$ cat src/piu_pkg.sv
// Package for the pin interrupt unit: reset values and timing counts.
// Assumes one system clock; per-line controls arrive as plain ports.
package piu_pkg;
  localparam int unsigned LINES_DFLT   = 8;
  localparam int unsigned NMI_POS      = 0;
  localparam int unsigned SYNC_STAGES  = 2;
  localparam int unsigned VOTE_TAPS    = 3;
  localparam int unsigned VOTE_NEED    = 2;
  localparam bit          CTRL_RST     = 1'b0;
  localparam bit          MASK_RST     = 1'b0;
  localparam bit          FLAG_RST     = 1'b0;
  typedef enum logic [1:0] {PIU_EDGE_FALL, PIU_EDGE_RISE, PIU_LVL_LOW, PIU_LVL_HIGH} piu_trig_t;
endpackage

$ cat src/piu_top.sv
// Pin interrupt unit: per-line detect, filter, mask, flag and wake.
// Assumes clk_sys stands in for the synchronising clock; control strobes
// are one-cycle pulses from logic on clk_sys, and pins are asynchronous.
//
// Functional notes
// RULE_01 - Mode bit zero selects edge detection, one selects level detection.
// RULE_02 - Edge lines: polarity zero triggers on falling, one on rising edge.
// RULE_03 - Level lines: level bit zero triggers on low, one on high.
// RULE_04 - Mask-set write opens request path, mask-clear closes it; mask is readable.
// RULE_05 - Trigger sets status flag; stays until flag-clear write or line disabled.
// RULE_06 - Enable write turns detection on, disable write off; enable state readable.
// RULE_07 - Enabled but masked line: no request and no wake, yet flag still sets.
// RULE_08 - Disabled line always holds its status flag at zero.
// RULE_09 - Line-disable write also clears the line's status flag.
// RULE_10 - After reset every line, the non-maskable one included, is disabled.
// RULE_11 - Software should configure trigger and filter before enabling a line.
// RULE_12 - Synchronous mode samples pin with two cycles of latency.
// RULE_13 - Filter asserts trigger on two of last three samples, adding delay.
// RULE_14 - Non-maskable line shares all controls via its own bit position.
// RULE_15 - Non-maskable request drives the CPU's non-maskable input, still enable-gated.
// RULE_16 - Asynchronous lines bypass filter and treat edge setting as level.
// RULE_17 - Asynchronous edge lines: polarity zero means low level, one high.
// RULE_18 - Asynchronous line raises wake at once; flag and request next edge.
// RULE_19 - With clock stopped only asynchronous lines act; wake restarts clock.
// RULE_20 - A line wakes the device only when its mask bit is one.
// RULE_21 - Each line has its own individually maskable request output.
// RULE_22 - Line count is a parameter; bit zero is the non-maskable line.
`timescale 1ns/100ps
module piu_top #(
  parameter int unsigned LINES = piu_pkg::LINES_DFLT
) (
  input  wire logic             clk_sys,
  input  wire logic             srst,
  input  wire logic [LINES-1:0] ext_line_in,
  input  wire logic [LINES-1:0] mode_level,
  input  wire logic [LINES-1:0] edge_rise,
  input  wire logic [LINES-1:0] level_high,
  input  wire logic [LINES-1:0] filter_on,
  input  wire logic [LINES-1:0] select_reg_a,
  input  wire logic [LINES-1:0] mask_set_reg,
  input  wire logic [LINES-1:0] mask_clear_reg,
  input  wire logic [LINES-1:0] flag_clear_reg,
  input  wire logic [LINES-1:0] line_enable_reg,
  input  wire logic [LINES-1:0] line_disable_reg,
  output logic      [LINES-1:0] mask_reg,
  output logic      [LINES-1:0] status_flag_reg,
  output logic      [LINES-1:0] ctrl_reg,
  output logic      [LINES-1:0] line_irq,
  output logic                  nmi_req,
  output logic                  wake_out
);
  ////////////////////////////////////////////////////////////////////////////
  // Parameter check, refused at elaboration
  generate
    if (LINES < 2 || LINES > 31)
    begin : g_bad_lines
      $error("LINES must be 2 to 31");
    end
  endgenerate

  ////////////////////////////////////////////////////////////////////////////
  // Declarations
  logic [LINES-1:0] pin_s;
  logic [LINES-1:0] pin_prev_q;
  logic [LINES-1:0] cond_raw;
  logic [LINES-1:0] cond_vote;
  logic [LINES-1:0] trig_sync;
  logic [LINES-1:0] trig_select_reg_a;
  logic [LINES-1:0] trig_any;
  logic [LINES-1:0] mask_q;
  logic [LINES-1:0] mask_d;
  logic [LINES-1:0] en_q;
  logic [LINES-1:0] en_d;
  logic [LINES-1:0] flag_q;
  logic [LINES-1:0] flag_d;
  logic [LINES-1:0] wake_vec;

  // Level test shared by synchronous and asynchronous paths
  function automatic logic lvl_hit(input logic pin, input logic high);
    lvl_hit = high ? pin : ~pin;
  endfunction

  ////////////////////////////////////////////////////////////////////////////
  // Input synchronisation
  piu_sync #(
    .W (LINES)
  ) u_sync (
    .clk_sys  (clk_sys),
    .srst     (srst),
    .select_reg_a_in (ext_line_in),
    .sync_out (pin_s)
  );                                                           // RULE_12

  always_ff @(posedge clk_sys)
  begin
    if (srst)
      pin_prev_q <= '0;
    else
      pin_prev_q <= pin_s;
  end

  ////////////////////////////////////////////////////////////////////////////
  // Per-line trigger condition
  genvar g;
  generate
    for (g = 0; g < LINES; g++)
    begin : g_line
      wire edge_hit = edge_rise[g] ? (pin_s[g] & ~pin_prev_q[g])
                                   : (~pin_s[g] & pin_prev_q[g]); // RULE_02
      wire lvl_s    = lvl_hit(pin_s[g], level_high[g]);            // RULE_03
      assign cond_raw[g]   = mode_level[g] ? lvl_s : edge_hit;     // RULE_01
      // Select_reg_a: edge setting read as a level polarity
      assign trig_select_reg_a[g] = en_q[g] & select_reg_a[g] &
                             (mode_level[g] ? lvl_hit(ext_line_in[g], level_high[g])
                                            : lvl_hit(ext_line_in[g], edge_rise[g])); // RULE_16 RULE_17
      assign trig_sync[g]  = en_q[g] & ~select_reg_a[g] &
                             (filter_on[g] ? cond_vote[g] : cond_raw[g]); // RULE_13 RULE_16
    end
  endgenerate

  piu_vote #(
    .W (LINES)
  ) u_vote (
    .clk_sys  (clk_sys),
    .srst     (srst),
    .cond_in  (cond_raw),
    .vote_out (cond_vote)
  );                                                           // RULE_13

  ////////////////////////////////////////////////////////////////////////////
  // Mask, enable and status
  assign trig_any = trig_sync | trig_select_reg_a;
  assign mask_d   = (mask_q | mask_set_reg) & ~mask_clear_reg;     // RULE_04
  assign en_d     = (en_q | line_enable_reg) & ~line_disable_reg;  // RULE_06
  // Set beats clear, but disable always empties the flag
  assign flag_d   = ((flag_q & ~flag_clear_reg) | trig_any) & en_d; // RULE_05 RULE_08 RULE_09

  always_ff @(posedge clk_sys)
  begin
    if (srst)
    begin
      mask_q <= {LINES{piu_pkg::MASK_RST}};
      en_q   <= {LINES{piu_pkg::CTRL_RST}};                    // RULE_10
      flag_q <= {LINES{piu_pkg::FLAG_RST}};
    end
    else
    begin
      mask_q <= mask_d;
      en_q   <= en_d;
      flag_q <= flag_d;                                        // RULE_18
    end
  end

  ////////////////////////////////////////////////////////////////////////////
  // Outputs
  assign mask_reg        = mask_q;
  assign ctrl_reg        = en_q;
  assign status_flag_reg = flag_q;
  // Masked flag still sets but never requests
  assign line_irq        = flag_q & mask_q;                     // RULE_07 RULE_21 RULE_22
  assign nmi_req         = line_irq[piu_pkg::NMI_POS];          // RULE_14 RULE_15
  // Select_reg_a term is combinational so wake works without a clock
  assign wake_vec        = (flag_q | trig_select_reg_a) & mask_q;      // RULE_19 RULE_20
  assign wake_out        = |wake_vec;                           // RULE_18

  ////////////////////////////////////////////////////////////////////////////
  // Assertions
  flag_needs_en_a: assert property (@(posedge clk_sys) disable iff (srst)
    |(flag_q & ~en_q) == 1'b0)                                  // RULE_08
    else $error("flag set on disabled line");
  disable_clears_a: assert property (@(posedge clk_sys) disable iff (srst)
    |line_disable_reg |=> (flag_q & $past(line_disable_reg)) == '0) // RULE_09
    else $error("disable did not clear flag");
  mask_gates_irq_a: assert property (@(posedge clk_sys) disable iff (srst)
    (line_irq & ~mask_q) == '0)                                 // RULE_07
    else $error("masked line requested");
  nmi_follows_a: assert property (@(posedge clk_sys) disable iff (srst)
    nmi_req == (flag_q[0] & mask_q[0]))                         // RULE_15
    else $error("nmi request mismatch");
  mask_set_a: assert property (@(posedge clk_sys) disable iff (srst)
    |(mask_set_reg & ~mask_clear_reg) |=> (mask_q & $past(mask_set_reg & ~mask_clear_reg)) != '0) // RULE_04
    else $error("mask set lost");
  en_set_a: assert property (@(posedge clk_sys) disable iff (srst)
    |(line_enable_reg & ~line_disable_reg) |=> |en_q)           // RULE_06
    else $error("enable lost");
  trig_sets_flag_a: assert property (@(posedge clk_sys) disable iff (srst)
    |(trig_any & en_d) |=> |flag_q)                             // RULE_05
    else $error("trigger did not set flag");
  reset_off_a: assert property (@(posedge clk_sys)
    srst |=> (en_q == '0 && flag_q == '0))                      // RULE_10
    else $error("line enabled after reset");
  wake_masked_a: assert property (@(posedge clk_sys) disable iff (srst)
    wake_out |-> |mask_q)                                       // RULE_20
    else $error("wake without mask");
  select_reg_a_wake_a: assert property (@(posedge clk_sys) disable iff (srst)
    |(trig_select_reg_a & mask_q) |-> wake_out)                        // RULE_18
    else $error("select_reg_a trigger gave no wake");
  flag_clear_a: assert property (@(posedge clk_sys) disable iff (srst)
    |(flag_clear_reg & ~trig_any) |=> (flag_q & $past(flag_clear_reg & ~trig_any)) == '0) // RULE_05
    else $error("flag clear lost");
  mask_clear_a: assert property (@(posedge clk_sys) disable iff (srst)
    |mask_clear_reg |=> (mask_q & $past(mask_clear_reg)) == '0) // RULE_04
    else $error("mask clear lost");
  en_clear_a: assert property (@(posedge clk_sys) disable iff (srst)
    |line_disable_reg |=> (en_q & $past(line_disable_reg)) == '0) // RULE_06
    else $error("disable lost");
  irq_follows_a: assert property (@(posedge clk_sys) disable iff (srst)
    line_irq == (flag_q & mask_q))                              // RULE_21
    else $error("line request mismatch");
endmodule

$ cat src/piu_sync.sv
// Two-stage synchroniser for a vector of pin inputs.
// Assumes inputs are asynchronous to clk_sys.
`timescale 1ns/100ps
module piu_sync #(
  parameter int unsigned W = 8
) (
  input  wire logic         clk_sys,
  input  wire logic         srst,
  input  wire logic [W-1:0] select_reg_a_in,
  output logic      [W-1:0] sync_out
);
  logic [W-1:0] meta_q;
  logic [W-1:0] sync_q;

  // First stage feeds only the second
  always_ff @(posedge clk_sys)
  begin
    if (srst)
    begin
      meta_q <= '0;
      sync_q <= '0;
    end
    else
    begin
      meta_q <= select_reg_a_in;
      sync_q <= meta_q;
    end
  end

  assign sync_out = sync_q;
endmodule

$ cat src/piu_vote.sv
// Three-sample majority voter, one per line.
// Assumes a synchronous condition input on clk_sys.
`timescale 1ns/100ps
module piu_vote #(
  parameter int unsigned W = 8
) (
  input  wire logic         clk_sys,
  input  wire logic         srst,
  input  wire logic [W-1:0] cond_in,
  output logic      [W-1:0] vote_out
);
  logic [W-1:0] tap1_q;
  logic [W-1:0] tap2_q;
  logic [W-1:0] vote_q;
  logic [W-1:0] vote_d;

  // Two of the latest three samples
  assign vote_d = (cond_in & tap1_q) | (cond_in & tap2_q) | (tap1_q & tap2_q);

  always_ff @(posedge clk_sys)
  begin
    if (srst)
    begin
      tap1_q <= '0;
      tap2_q <= '0;
      vote_q <= '0;
    end
    else
    begin
      tap1_q <= cond_in;
      tap2_q <= tap1_q;
      vote_q <= vote_d;
    end
  end

  assign vote_out = vote_q;
endmodule

$ cat config.mk
export PLATFORM = sky130hd
export DESIGN_NAME = piu_top
export DESIGN_NICKNAME = d
export VERILOG_FILES = /design/src/piu_pkg.sv /design/src/piu_top.sv /design/src/piu_sync.sv /design/src/piu_vote.sv
export SDC_FILE = /design/constraint.sdc
export NUM_CORES = 1
export LEC_CHECK = 0
export BUFFER_PORTS_ARGS = -buffer_cell sky130_fd_sc_hd__buf_2
export CAP_MARGIN = 25
export CORE_UTILIZATION = 47
export CTS_CLUSTER_DIAMETER = 80
export DETAILED_ROUTE_END_ITERATION = 12
export PLACE_DENSITY_LB_ADDON = 0.15
export SYNTH_ARGS = -nofsm -noshare
export SYNTH_HDL_FRONTEND = slang
export SYNTH_SLANG_ARGS = --single-unit
$ cat constraint.sdc
create_clock -name clk_sys -period 2.6 [get_ports clk_sys]
set_clock_uncertainty 0.05 [all_clocks]
set_input_delay 0.78 -clock clk_sys [delete_from_list [all_inputs] [get_ports clk_sys]]
set_output_delay 0.78 -clock clk_sys [all_outputs]
set_load 0.01 [all_outputs]
Yosys cells after proc, flatten, opt, wreduce, memory -nomap -nowiden

Cells that the tools add are included.

Add/sub/neg operators: 0
$mul: 0
Divide/modulo/power cells: 0
$lt $le $gt $ge: 0
Equal/unequal tests: 0
Shifts and indexed selects: 0
Mux-type cells: 56
Bitwise logic cells: 99
Reduce and logical (&&, ||, !) cells: 1

Operator list:

| operator           | number |
|---|---|
| 8-bit AND          | 9 |
| 1-bit two-way mux  | 56 |
| 8-bit OR           | 7 |
| 1-bit AND          | 48 |
| 1-bit NOT          | 32 |
| 8-bit NOT          | 3 |
| 8-bit OR reduction | 1 |

Flip-flop bits (word level): 72
Bits in latches: 0
RAM bits: 0
Memory bits (read-only): 0
Output and inout bits: 34
Logic and storage cells: 165
Memories kept: 0

Logic depth before layout (Yosys ltp)

Gate-level depths: netlist of run 1.

Depth after elaboration: 9
Depth in mapped cells: 5
Mapped depth without buffers: 5

By module

From an unflattened synthesis of run 1, not the netlist that was laid out.

Cells, all modules: 307
Area, all modules: 2920.3 sq um

Modules (own cells, without submodules):

| module   | instances | cells an instance | area each (sq um) | sequential area each (sq um) |
|---|---|---|---|---|
| piu_top  | 1         | 208               | 1720.4            | 640.6 |
| piu_vote | 1         | 66                | 735.7             | 480.5 |
| piu_sync | 1         | 33                | 464.2             | 320.3 |

Worst setup path before layout of run 1

No wires, ideal clock.

Path type: input to output
Start point: in mode_level[2]
End point: out wake_out
Data arrival time: 1.780 ns
Required time: 1.770 ns
Slack: -0.010 ns
Stages on the path: 5
Path buffers: 0
Cells stage by stage: mux2i_1 xor2_1 and3_1 a2111oi_0 nand4_1

Cells in the longest elaborated chain, start to end: 5

RTL lines:

| item               | line           | text |
|---|---|---|
| start: declaration | piu_top.sv:35  | `input wire logic [LINES-1:0] mode_level,` |
| 1-bit two-way mux  | piu_top.sv:114 | `(mode_level[g] ? lvl_hit(ext_line_in[g], level_high[g])` |
| 1-bit AND          | piu_top.sv:113 | `assign trig_select_reg_a[g] = en_q[g] & select_reg_a[g] &` |
| 8-bit OR           | piu_top.sv:163 | `assign wake_vec = (flag_q \| trig_select_reg_a) & mask_q;` |
| 8-bit AND          | piu_top.sv:163 |  |
| 8-bit OR reduction | piu_top.sv:164 | `assign wake_out = \|wake_vec;` |
| end: declaration   | piu_top.sv:50  | `output logic wake_out` |

No other way between the ends.

Worst setup path in the final report of run 1

Start point: reg mask_q[3], in the netlist mask_reg[3]
End point: out wake_out

Cells in the longest elaborated chain, start to end: 2

RTL lines:

| item                     | line           | text |
|---|---|---|
| start: declaration       | piu_top.sv:70  | `logic [LINES-1:0] mask_q;` |
| start signal: assignment | piu_top.sv:142 | `mask_q <= {LINES{piu_pkg::MASK_RST}};` |
| start signal: assignment | piu_top.sv:148 | `mask_q <= mask_d;` |
| 8-bit AND                | piu_top.sv:163 |  |
| 8-bit OR reduction       | piu_top.sv:164 |  |

No other way between the ends.

==> impl_metrics.yaml, run 1 <==
outcome:
  status: "finished with violations"
  violations: "setup timing"
worst_setup_path:
  end_kind: "primary output"
  r2r_start: "pin_prev_q[5]"
  worstPathArrival_ns: 2.13
  crit_fanout: 2
  worst-setup-path-type: "reg -> out"
  required_ns: 1.77
  critPathLaunch: "mask_reg[3]"
  critical_path.startpoint_type: "flip-flop"
synthesis:
  synth.distinct_cells: 35
  async_flop_share: 0
  synth_fp_nets: 408
  synth.avg_cell_area_um2: 9.14
  ys_warn_count: 0
  synth-main-ff-cell: "dfxtp_1"
  yosys-top-cells-count: "72 x dfxtp_1, 41 x nor2b_1, 32 x nor2_1"
  syn_inst: 318
  synth_top_area_share: 0.496
  ys_seq_area_frac: 0.496
  synth_area_leader_cell: "dfxtp_1"
  syn_area_um2: 2910
  synth-edff-count: 0
  synth.area.top_cells: "dfxtp_1 50%, nor2b_1 8.8%, nor2_1 4.1%, nor3_1 4.0%, mux2i_1 3.1%"
  ys_ff_latch: 72
  synth.most_common_cell: "dfxtp_1"
floorplan:
  fp.dieW_um: 80.6
  die_h_um: 80.6
  die_area_um2: 6500
  initial_core_util: 0.488
  coreArea_um2: 5960
  fp-row-count: 28
  io_pins: 124
routing:
  wl_met3_um: 379
  viasPerCell: 4.88
  post_drt_wl_per_cell_um: 11.7
  wl_met1_um: 3020
  drt_wl_total_um: 6520
  antenna_left: 0
  drt-initial-drc-count: 76
  route.detailed.drc: 0
  via_count: 2728
  wl_met2_um: 3040
  first_pass_iters: 4
  top_layer_used: "met4"
power:
  power_density_nw_per_um2: 555
  power.leakage_nw: 2.00
  ir_drop_v: 0.000401
cts:
  cts-root-buf: "clkbuf_8"
  numCtsBuffers: 9
  cts_setup_buffers: 0
  clk_path_buf_depth: 2
  clock-sinks: 72
  cts_tree: "built"
  cts_hold_buf: 0
  clkLatencyLatePin_ns: 0.33
  clk_pin_slew_worst_paths_ns: 0.07
  h-tree-depth: 3
finish:
  multi_input_area_um2: 1400
  syn_to_final_growth_pct: 40.1
  n_fill_cell: 519
  drive_gt1_frac: 0.376
  final_core_util: 0.683
  postLayoutCellArea_um2: 4070
  fin_nets: 569
  antennaDiodeCount: 0
  seq_area_um2: 1440
  fin_cells: 559
timing:
  setup_viol: 1
  slew_viol_final: 0
  rsz0062_at_grt: "yes"
  hold_viol: 0
  worst_pin_slew_ns: 0.549
  fin_crit_ns: 2.96
  period_share: 1.14
  fmax_ghz: 0.337
  slew_headroom: 0.633
  fin_worst_hold_slack_ns: 0.376
  fin_ws_ns: -0.363
global_route:
  overflow: 0
  grt_use_total: 0.204
  antenna_found_initial: 0
  grt_pass1_wl_um: 10100
  grt_max_degree: 28
  grt_pass1_vias: 2462
place:
  place_ws_ns: -0.336
  dp_hpwl_um: 5060
  place_congestion: 0.769
  place_inst: 543
  port_buffers: 123
  dpl_cell_area_um2: 3860
worst_hold_path:
  hold_start: "u_sync.meta_q[2]"
  hp-class: "reg -> reg"
flow_run:
  maxCapViolations: 0
==> worst max-delay path, cell delays in order, from the launching register on <==
cell and delay, ns:
dfxtp_2 0.32, and2_4 0.15, or4_1 0.52, or4_4 0.43, a21oi_2 0.12, nand4_1 0.10
buf_2 0.17
==> worst paths after layout <==
check | to | slack [ns] | cells past startpoint
max | wake_out | -0.36 | 6
max reg2reg | status_flag_reg[5] | 1.20 | 5
min reg2reg | u_sync.sync_out[2] | 0.38 | 1
min | u_sync.sync_out[2] | 0.38 | 1
==> logic make-up after synthesis <==
group,after synthesis,share of synthesized area
AOI/OAI and AO/OA,55,0.128
and+or+nand+nor,150,0.287
xor gates and xnor gates,9,0.0271
DFF,72,0.496
buffers and inverters,23,0.0310
muxes,9,0.0310
==> what timing repair did <==
| item | CTS | global route |
|---|---|---|
| endpoints found under the setup margin | 1 | 1 |
| pin swaps | 0 | 2 |
| resized for setup | 1 | 3 |
==> final cells by class <==
type,count,area share
clock buffers,14,0.0424
clock inverters,2,0.00308
inverters,15,0.0138
multi-input cells,223,0.344
flip-flops and latches,72,0.355
well taps,75,0.0231
repair buffers,158,0.219
==> layer usage <==
metal,vias to the layer above,GRT usage
li1,1418,-
met1,1205,0.244
met2,94,0.342
met3,11,0.0534
met4,0,0.0929
met5,-,0
==> stage by stage <==
step	TNS, ns	total power (W)
final	-0.363	0.00226
after global routing	-0.446	0.00237
after CTS	-0.376	0.00228
after detailed placement	-0.336	0.00148
after global placement	-0.270	0.00148
after floorplan	0	0.00132
==> placed cells by master (no fill, tap or decap), types with 2 or more instances in the layout <==
cell,n
and3_1,4
and2_1,7
nor3b_1,10
a21oi_1,9
buf_2,123
nor3_1,23
buf_4,34
xor2_1,7
clkbuf_1,2
o32ai_1,3
nor2b_1,41
dfxtp_1,71
a21o_1,11
nor2_1,32
a21bo_2,3
nand3b_1,4
o22ai_1,2
inv_1,15
xnor2_1,2
nand2_1,15
o21ai_0,14
a221oi_1,5
and4_1,2
mux2i_1,9
nor4b_1,4
clkbuf_8,12
a22o_1,4
nand3_1,2
==> report_power, final <==
group	internal (W)	total [W]	switching [W]
Combinational	0.000156	0.000290	0.000134
Clock	0.000424	0.000799	0.000374
Sequential	0.00115	0.00117	0.0000204
Total	0.00173	0.00226	0.000529
Power figures use the tool's default switching activity.
==> inputs of run 2 (changes only) <==
CORE_ASPECT_RATIO = 1.25   (was unset)
SYNTH_HIERARCHICAL = 1   (was unset)
==> impl_metrics.yaml, run 2 <==
timing:
  slew_headroom: 0.692
  fmax_ghz: 0.338
  slew_viol_final: 0
  rsz0062_at_grt: "yes"
  period_share: 1.14
  fin_crit_ns: 2.96
  setup_viol: 1
  worst_pin_slew_ns: 0.462
  fin_ws_ns: -0.361
  hold_viol: 0
  fin_worst_hold_slack_ns: 0.390
floorplan:
  fp.dieW_um: 72.5
  fp-row-count: 31
  coreArea_um2: 5900
  die_h_um: 90.1
  die_area_um2: 6530
  io_pins: 124
  initial_core_util: 0.495
cts:
  ctsResizeCount: 4
  cts_setup_buffers: 0
  cts_tree: "built"
  clock-sinks: 72
  clk_pin_slew_worst_paths_ns: 0.07
  numCtsBuffers: 9
  clk_path_buf_depth: 2
  clkLatencyLatePin_ns: 0.33
  h-tree-depth: 3
  cts_hold_buf: 0
  cts-root-buf: "clkbuf_8"
synthesis:
  synth.distinct_cells: 31
  synth_area_leader_cell: "dfxtp_1"
  synth_fp_nets: 397
  syn_inst: 307
  ys_seq_area_frac: 0.494
  synth-main-ff-cell: "dfxtp_1"
  synth-edff-count: 0
  async_flop_share: 0
  synth.most_common_cell: "dfxtp_1"
  yosys-top-cells-count: "72 x dfxtp_1, 25 x a21oi_1, 24 x nor2_1"
  syn_area_um2: 2920
  ys_warn_count: 6
  synth.area.top_cells: "dfxtp_1 49%, mux2i_1 5.5%, a21oi_1 4.3%, nor2b_1 4.3%, nor2b_2 4.2%"
  synth_top_area_share: 0.494
  ys_ff_latch: 72
  synth.avg_cell_area_um2: 9.51
routing:
  viasPerCell: 4.83
  drt-initial-drc-count: 56
  via_count: 2710
  first_pass_iters: 4
  route.detailed.drc: 0
  antenna_left: 0
  drt_wl_total_um: 6470
  post_drt_wl_per_cell_um: 11.5
global_route:
  grt_use_total: 0.205
  grt_max_degree: 39
  overflow: 0
  antenna_found_initial: 0
  grt_pass1_wl_um: 10500
  grt_pass1_vias: 2569
worst_setup_path:
  crit_fanout: 2
  worstPathArrival_ns: 2.13
  critical_path.startpoint_type: "flip-flop"
  r2r_start: "pin_prev_q[7]"
  reg2reg_depth: 5
  r2r_end: "u_vote/vote_out[7]"
  end_kind: "primary output"
  reg2reg_slack_ns: 1.26
  worst-setup-path-type: "reg -> out"
  required_ns: 1.77
power:
  power.leakage_nw: 1.97
  power_w: 0.00230
  ir_drop_v: 0.000414
  power_density_nw_per_um2: 559
worst_hold_path:
  hold_start: "u_sync/meta_q[6]"
  hold_depth: 1
  hold_end: "u_sync/sync_out[6]"
  hp-class: "reg -> reg"
place:
  place_congestion: 0.841
  dpl_cell_area_um2: 3900
  port_buffers: 123
  dp_hpwl_um: 5070
finish:
  drive_gt1_frac: 0.424
  final_core_util: 0.697
  syn_to_final_growth_pct: 40.6
  mostFrequentLayoutCell: "buf_2"
  postLayoutCellArea_um2: 4110
  fin_nets: 565
  layout_common_cells: "123 x buf_2, 71 x dfxtp_1, 39 x buf_4"
  antennaDiodeCount: 0
outcome:
  violations: "setup timing"
  status: "finished with violations"
flow_run:
  maxCapViolations: 0
[run 2: layout make-up]
cell class | instances | area (um2)
Clock buffer | 12 | 145
Clock inverter | 3 | 42.5
Tap cell | 82 | 103
Inverter | 12 | 45.0
Fill cell | 500 | 1790
Multi-Input combinational cell | 217 | 1400
Timing Repair Buffer | 163 | 928
Sequential cell | 72 | 1440
[run 2: routing by layer]
layer | GRT usage | wire length (um) | share of wire
met1 | 0.222 | 2810 | 0.43
met2 | 0.375 | 3200 | 0.50
met3 | 0.0460 | 348 | 0.054
met4 | 0.0833 | 108 | 0.017
met5 | 0 | 0 | 0
[run 2: cells by family (layout without fill, tap and decap cells)]
logic type,Yosys count,count (layout),synth area share
compound gates,59,59,0.117
xor+xnor,8,8,0.0240
simple gates,134,134,0.278
buf+inv,18,190,0.0321
mux,16,16,0.0548
flops,72,72,0.494
[run 2: how the worst max path moves through the flow]
stage / start / end / slack (ns)
floorplan: mode_level[0] / wake_out / 0.01
global placement: mode_level[5] / wake_out / -0.29
detailed placement: mode_level[5] / wake_out / -0.33
CTS: mask_reg[3] / wake_out / -0.37
global route: mask_reg[3] / wake_out / -0.46
finish: mask_reg[3] / wake_out / -0.36
[run 2: power by group]
group / switching (W) / internal (W)
Sequential: 0.0000216 / 0.00115
Combinational: 0.000129 / 0.000165
Clock: 0.000370 / 0.000463
Total: 0.000521 / 0.00178
[run 2: critical path: stages, from the launching register on]
cell	delay, ns
dfxtp_2	0.32
and2_4	0.15
or4_4	0.54
or4_4	0.44
a21oi_2	0.11
nand3_1	0.08
buf_2	0.16
[run 2: stage by stage]
| step | setup slack, ns | setup TNS, ns | instances |
|---|---|---|---|
| global route | -0.457 | -0.457 | 561 |
| global placement | -0.291 | -0.291 | 546 |
| detailed placement | -0.332 | -0.332 | 546 |
| finish | -0.361 | -0.361 | 561 |
| floorplan | 0.00991 | 0 | 307 |
| CTS | -0.369 | -0.369 | 561 |
==> inputs of run 3 (changes only) <==
SYNTH_HIERARCHICAL = unset   (was 1)
==> impl_metrics.yaml, run 3 (same netlist as run 1, synthesis figures left out) <==
global_route:
  grt_pass1_vias: 2614
  grt_use_total: 0.220
  grt_pass1_wl_um: 11100
  overflow: 0
  antenna_found_initial: 0
  grt_max_degree: 39
routing:
  route.detailed.drc: 0
  viasPerCell: 4.90
  via_count: 2755
  antenna_left: 0
  drt-initial-drc-count: 51
  post_drt_wl_per_cell_um: 11.9
  first_pass_iters: 4
  drt_wl_total_um: 6680
floorplan:
  die_area_um2: 6500
  die_h_um: 89.9
  initial_core_util: 0.493
  fp-row-count: 31
  coreArea_um2: 5900
  io_pins: 124
  fp.dieW_um: 72.3
timing:
  slew_headroom: 0.625
  period_share: 1.14
  fmax_ghz: 0.339
  fin_crit_ns: 2.95
  hold_viol: 0
  rsz0062_at_grt: "yes"
  setup_viol: 1
  fin_ws_ns: -0.353
  slew_viol_final: 0
  worst_pin_slew_ns: 0.560
worst_setup_path:
  required_ns: 1.77
  r2r_start: "pin_prev_q[2]"
  path_buf_inv: 1
  reg2reg_depth: 5
  worstPathArrival_ns: 2.12
  crit_fanout: 2
  slowest_delay_ns: 0.53
  cpMaxStageDelayCell: "or4_4"
  r2r_end: "status_flag_reg[2]"
  cpMostUsedCell: "or4_4"
  critPathLaunch: "mask_reg[3]"
  reg2reg_slack_ns: 1.18
  worst-setup-path-type: "reg -> out"
  critical_path.startpoint_type: "flip-flop"
  cp_top_family: "simple AND/OR/NAND/NOR gates"
  end_kind: "primary output"
  path_cells: "and2_4 > or4_4 > or4_4 > a21oi_2 > nand4_1 > buf_2"
worst_hold_path:
  hold_depth: 1
  hp-class: "reg -> reg"
  hold_start: "u_sync.meta_q[6]"
  hold_end: "u_sync.sync_out[6]"
power:
  comb_power_share: 0.130
  swShare: 0.244
  power.share.sequential: 0.530
  ir_drop_v: 0.000300
  power.leakage_nw: 1.98
  p_int_w: 0.00167
  power_density_nw_per_um2: 546
  power_frac_clock: 0.340
  p_switching_w: 0.000538
cts:
  numCtsBuffers: 9
  cts_setup_buffers: 0
  clkLatencyLatePin_ns: 0.33
  cts_hold_buf: 0
  clock-sinks: 72
  h-tree-depth: 3
  cts-root-buf: "clkbuf_8"
  clk_path_buf_depth: 2
  cts_tree: "built"
  clk_pin_slew_worst_paths_ns: 0.07
outcome:
  status: "finished with violations"
  violations: "setup timing"
place:
  place_congestion: 0.803
  port_buffers: 123
  place_ws_ns: -0.348
  dp_hpwl_um: 5260
flow_run:
  maxCapViolations: 0
finish:
  mostFrequentLayoutCell: "buf_2"
  antennaDiodeCount: 0
  layout_common_cells: "123 x buf_2, 70 x dfxtp_1, 41 x nor2b_1"
  fin_nets: 565
  n_fill_cell: 481
  final_core_util: 0.684
  syn_to_final_growth_pct: 38.9
  drive_gt1_frac: 0.377
[run 3: routing by layer]
metal,vias to the layer above,part of all wire,GRT usage
li1,1407,-,-
met1,1228,0.43,0.254
met2,106,0.48,0.369
met3,14,0.066,0.0415
met4,0,0.026,0.129
met5,-,0,0
[run 3: worst max-delay path by stage]
stage                           to  slack [ns]  cells after the start
after floorplan           wake_out        0.02                      5
after global placement    wake_out       -0.30                      7
after detailed placement  wake_out       -0.35                      7
after CTS                 wake_out       -0.38                      6
after global routing      wake_out       -0.41                      6
final                     wake_out       -0.35                      6
[run 3: area by class of cell]
| class | instances | area, um2 | share of cell area |
|---|---|---|---|
| Multi-Input combinational cell | 223 | 1410 | 0.349 |
| Timing Repair Buffer | 154 | 861 | 0.213 |
| Tap cell | 82 | 103 | 0.0254 |
| Inverter | 15 | 56.3 | 0.0140 |
| Sequential cell | 72 | 1440 | 0.358 |
| Clock inverter | 4 | 20.0 | 0.00496 |
| Clock buffer | 12 | 145 | 0.0360 |
[run 3: power by group through the flow]
stage / Clock (W) / Sequential [W] / Combinational [W]
after floorplan: 0 / 0.00120 / 0.000125
after global placement: 0 / 0.00119 / 0.000277
after detailed placement: 0 / 0.00119 / 0.000286
after CTS: 0.000768 / 0.00117 / 0.000288
after global routing: 0.000816 / 0.00117 / 0.000318
final: 0.000750 / 0.00117 / 0.000286
[run 3: what timing repair did]
| action | in CTS | in global routing |
|---|---|---|
| pin swaps | 0 | 1 |
| gates cloned | 0 | 0 |
| setup endpoints to repair | 1 | 1 |
| gates resized for setup | 3 | 4 |
[run 3: worst register-to-register path: cells and delay by family (launching register included)]
family             cells  cell delay [ns]
AOI/OAI and AO/OA      3             0.73
and+or+nand+nor        2             0.21
DFF                    1             0.31
[run 3: through the flow]
step	hold slack (ns)	total power (W)	TNS, ns	std cells	instance area, um2
4_1_cts	0.400	0.00222	-0.379	562	4010
3_3_place_gp	0.370	0.00147	-0.302	546	3840
2_1_floorplan	0.364	0.00132	0	318	2910
5_1_grt	0.417	0.00231	-0.412	562	4040
3_5_place_dp	0.377	0.00148	-0.348	546	3840
6_report	0.395	0.00220	-0.353	562	4040
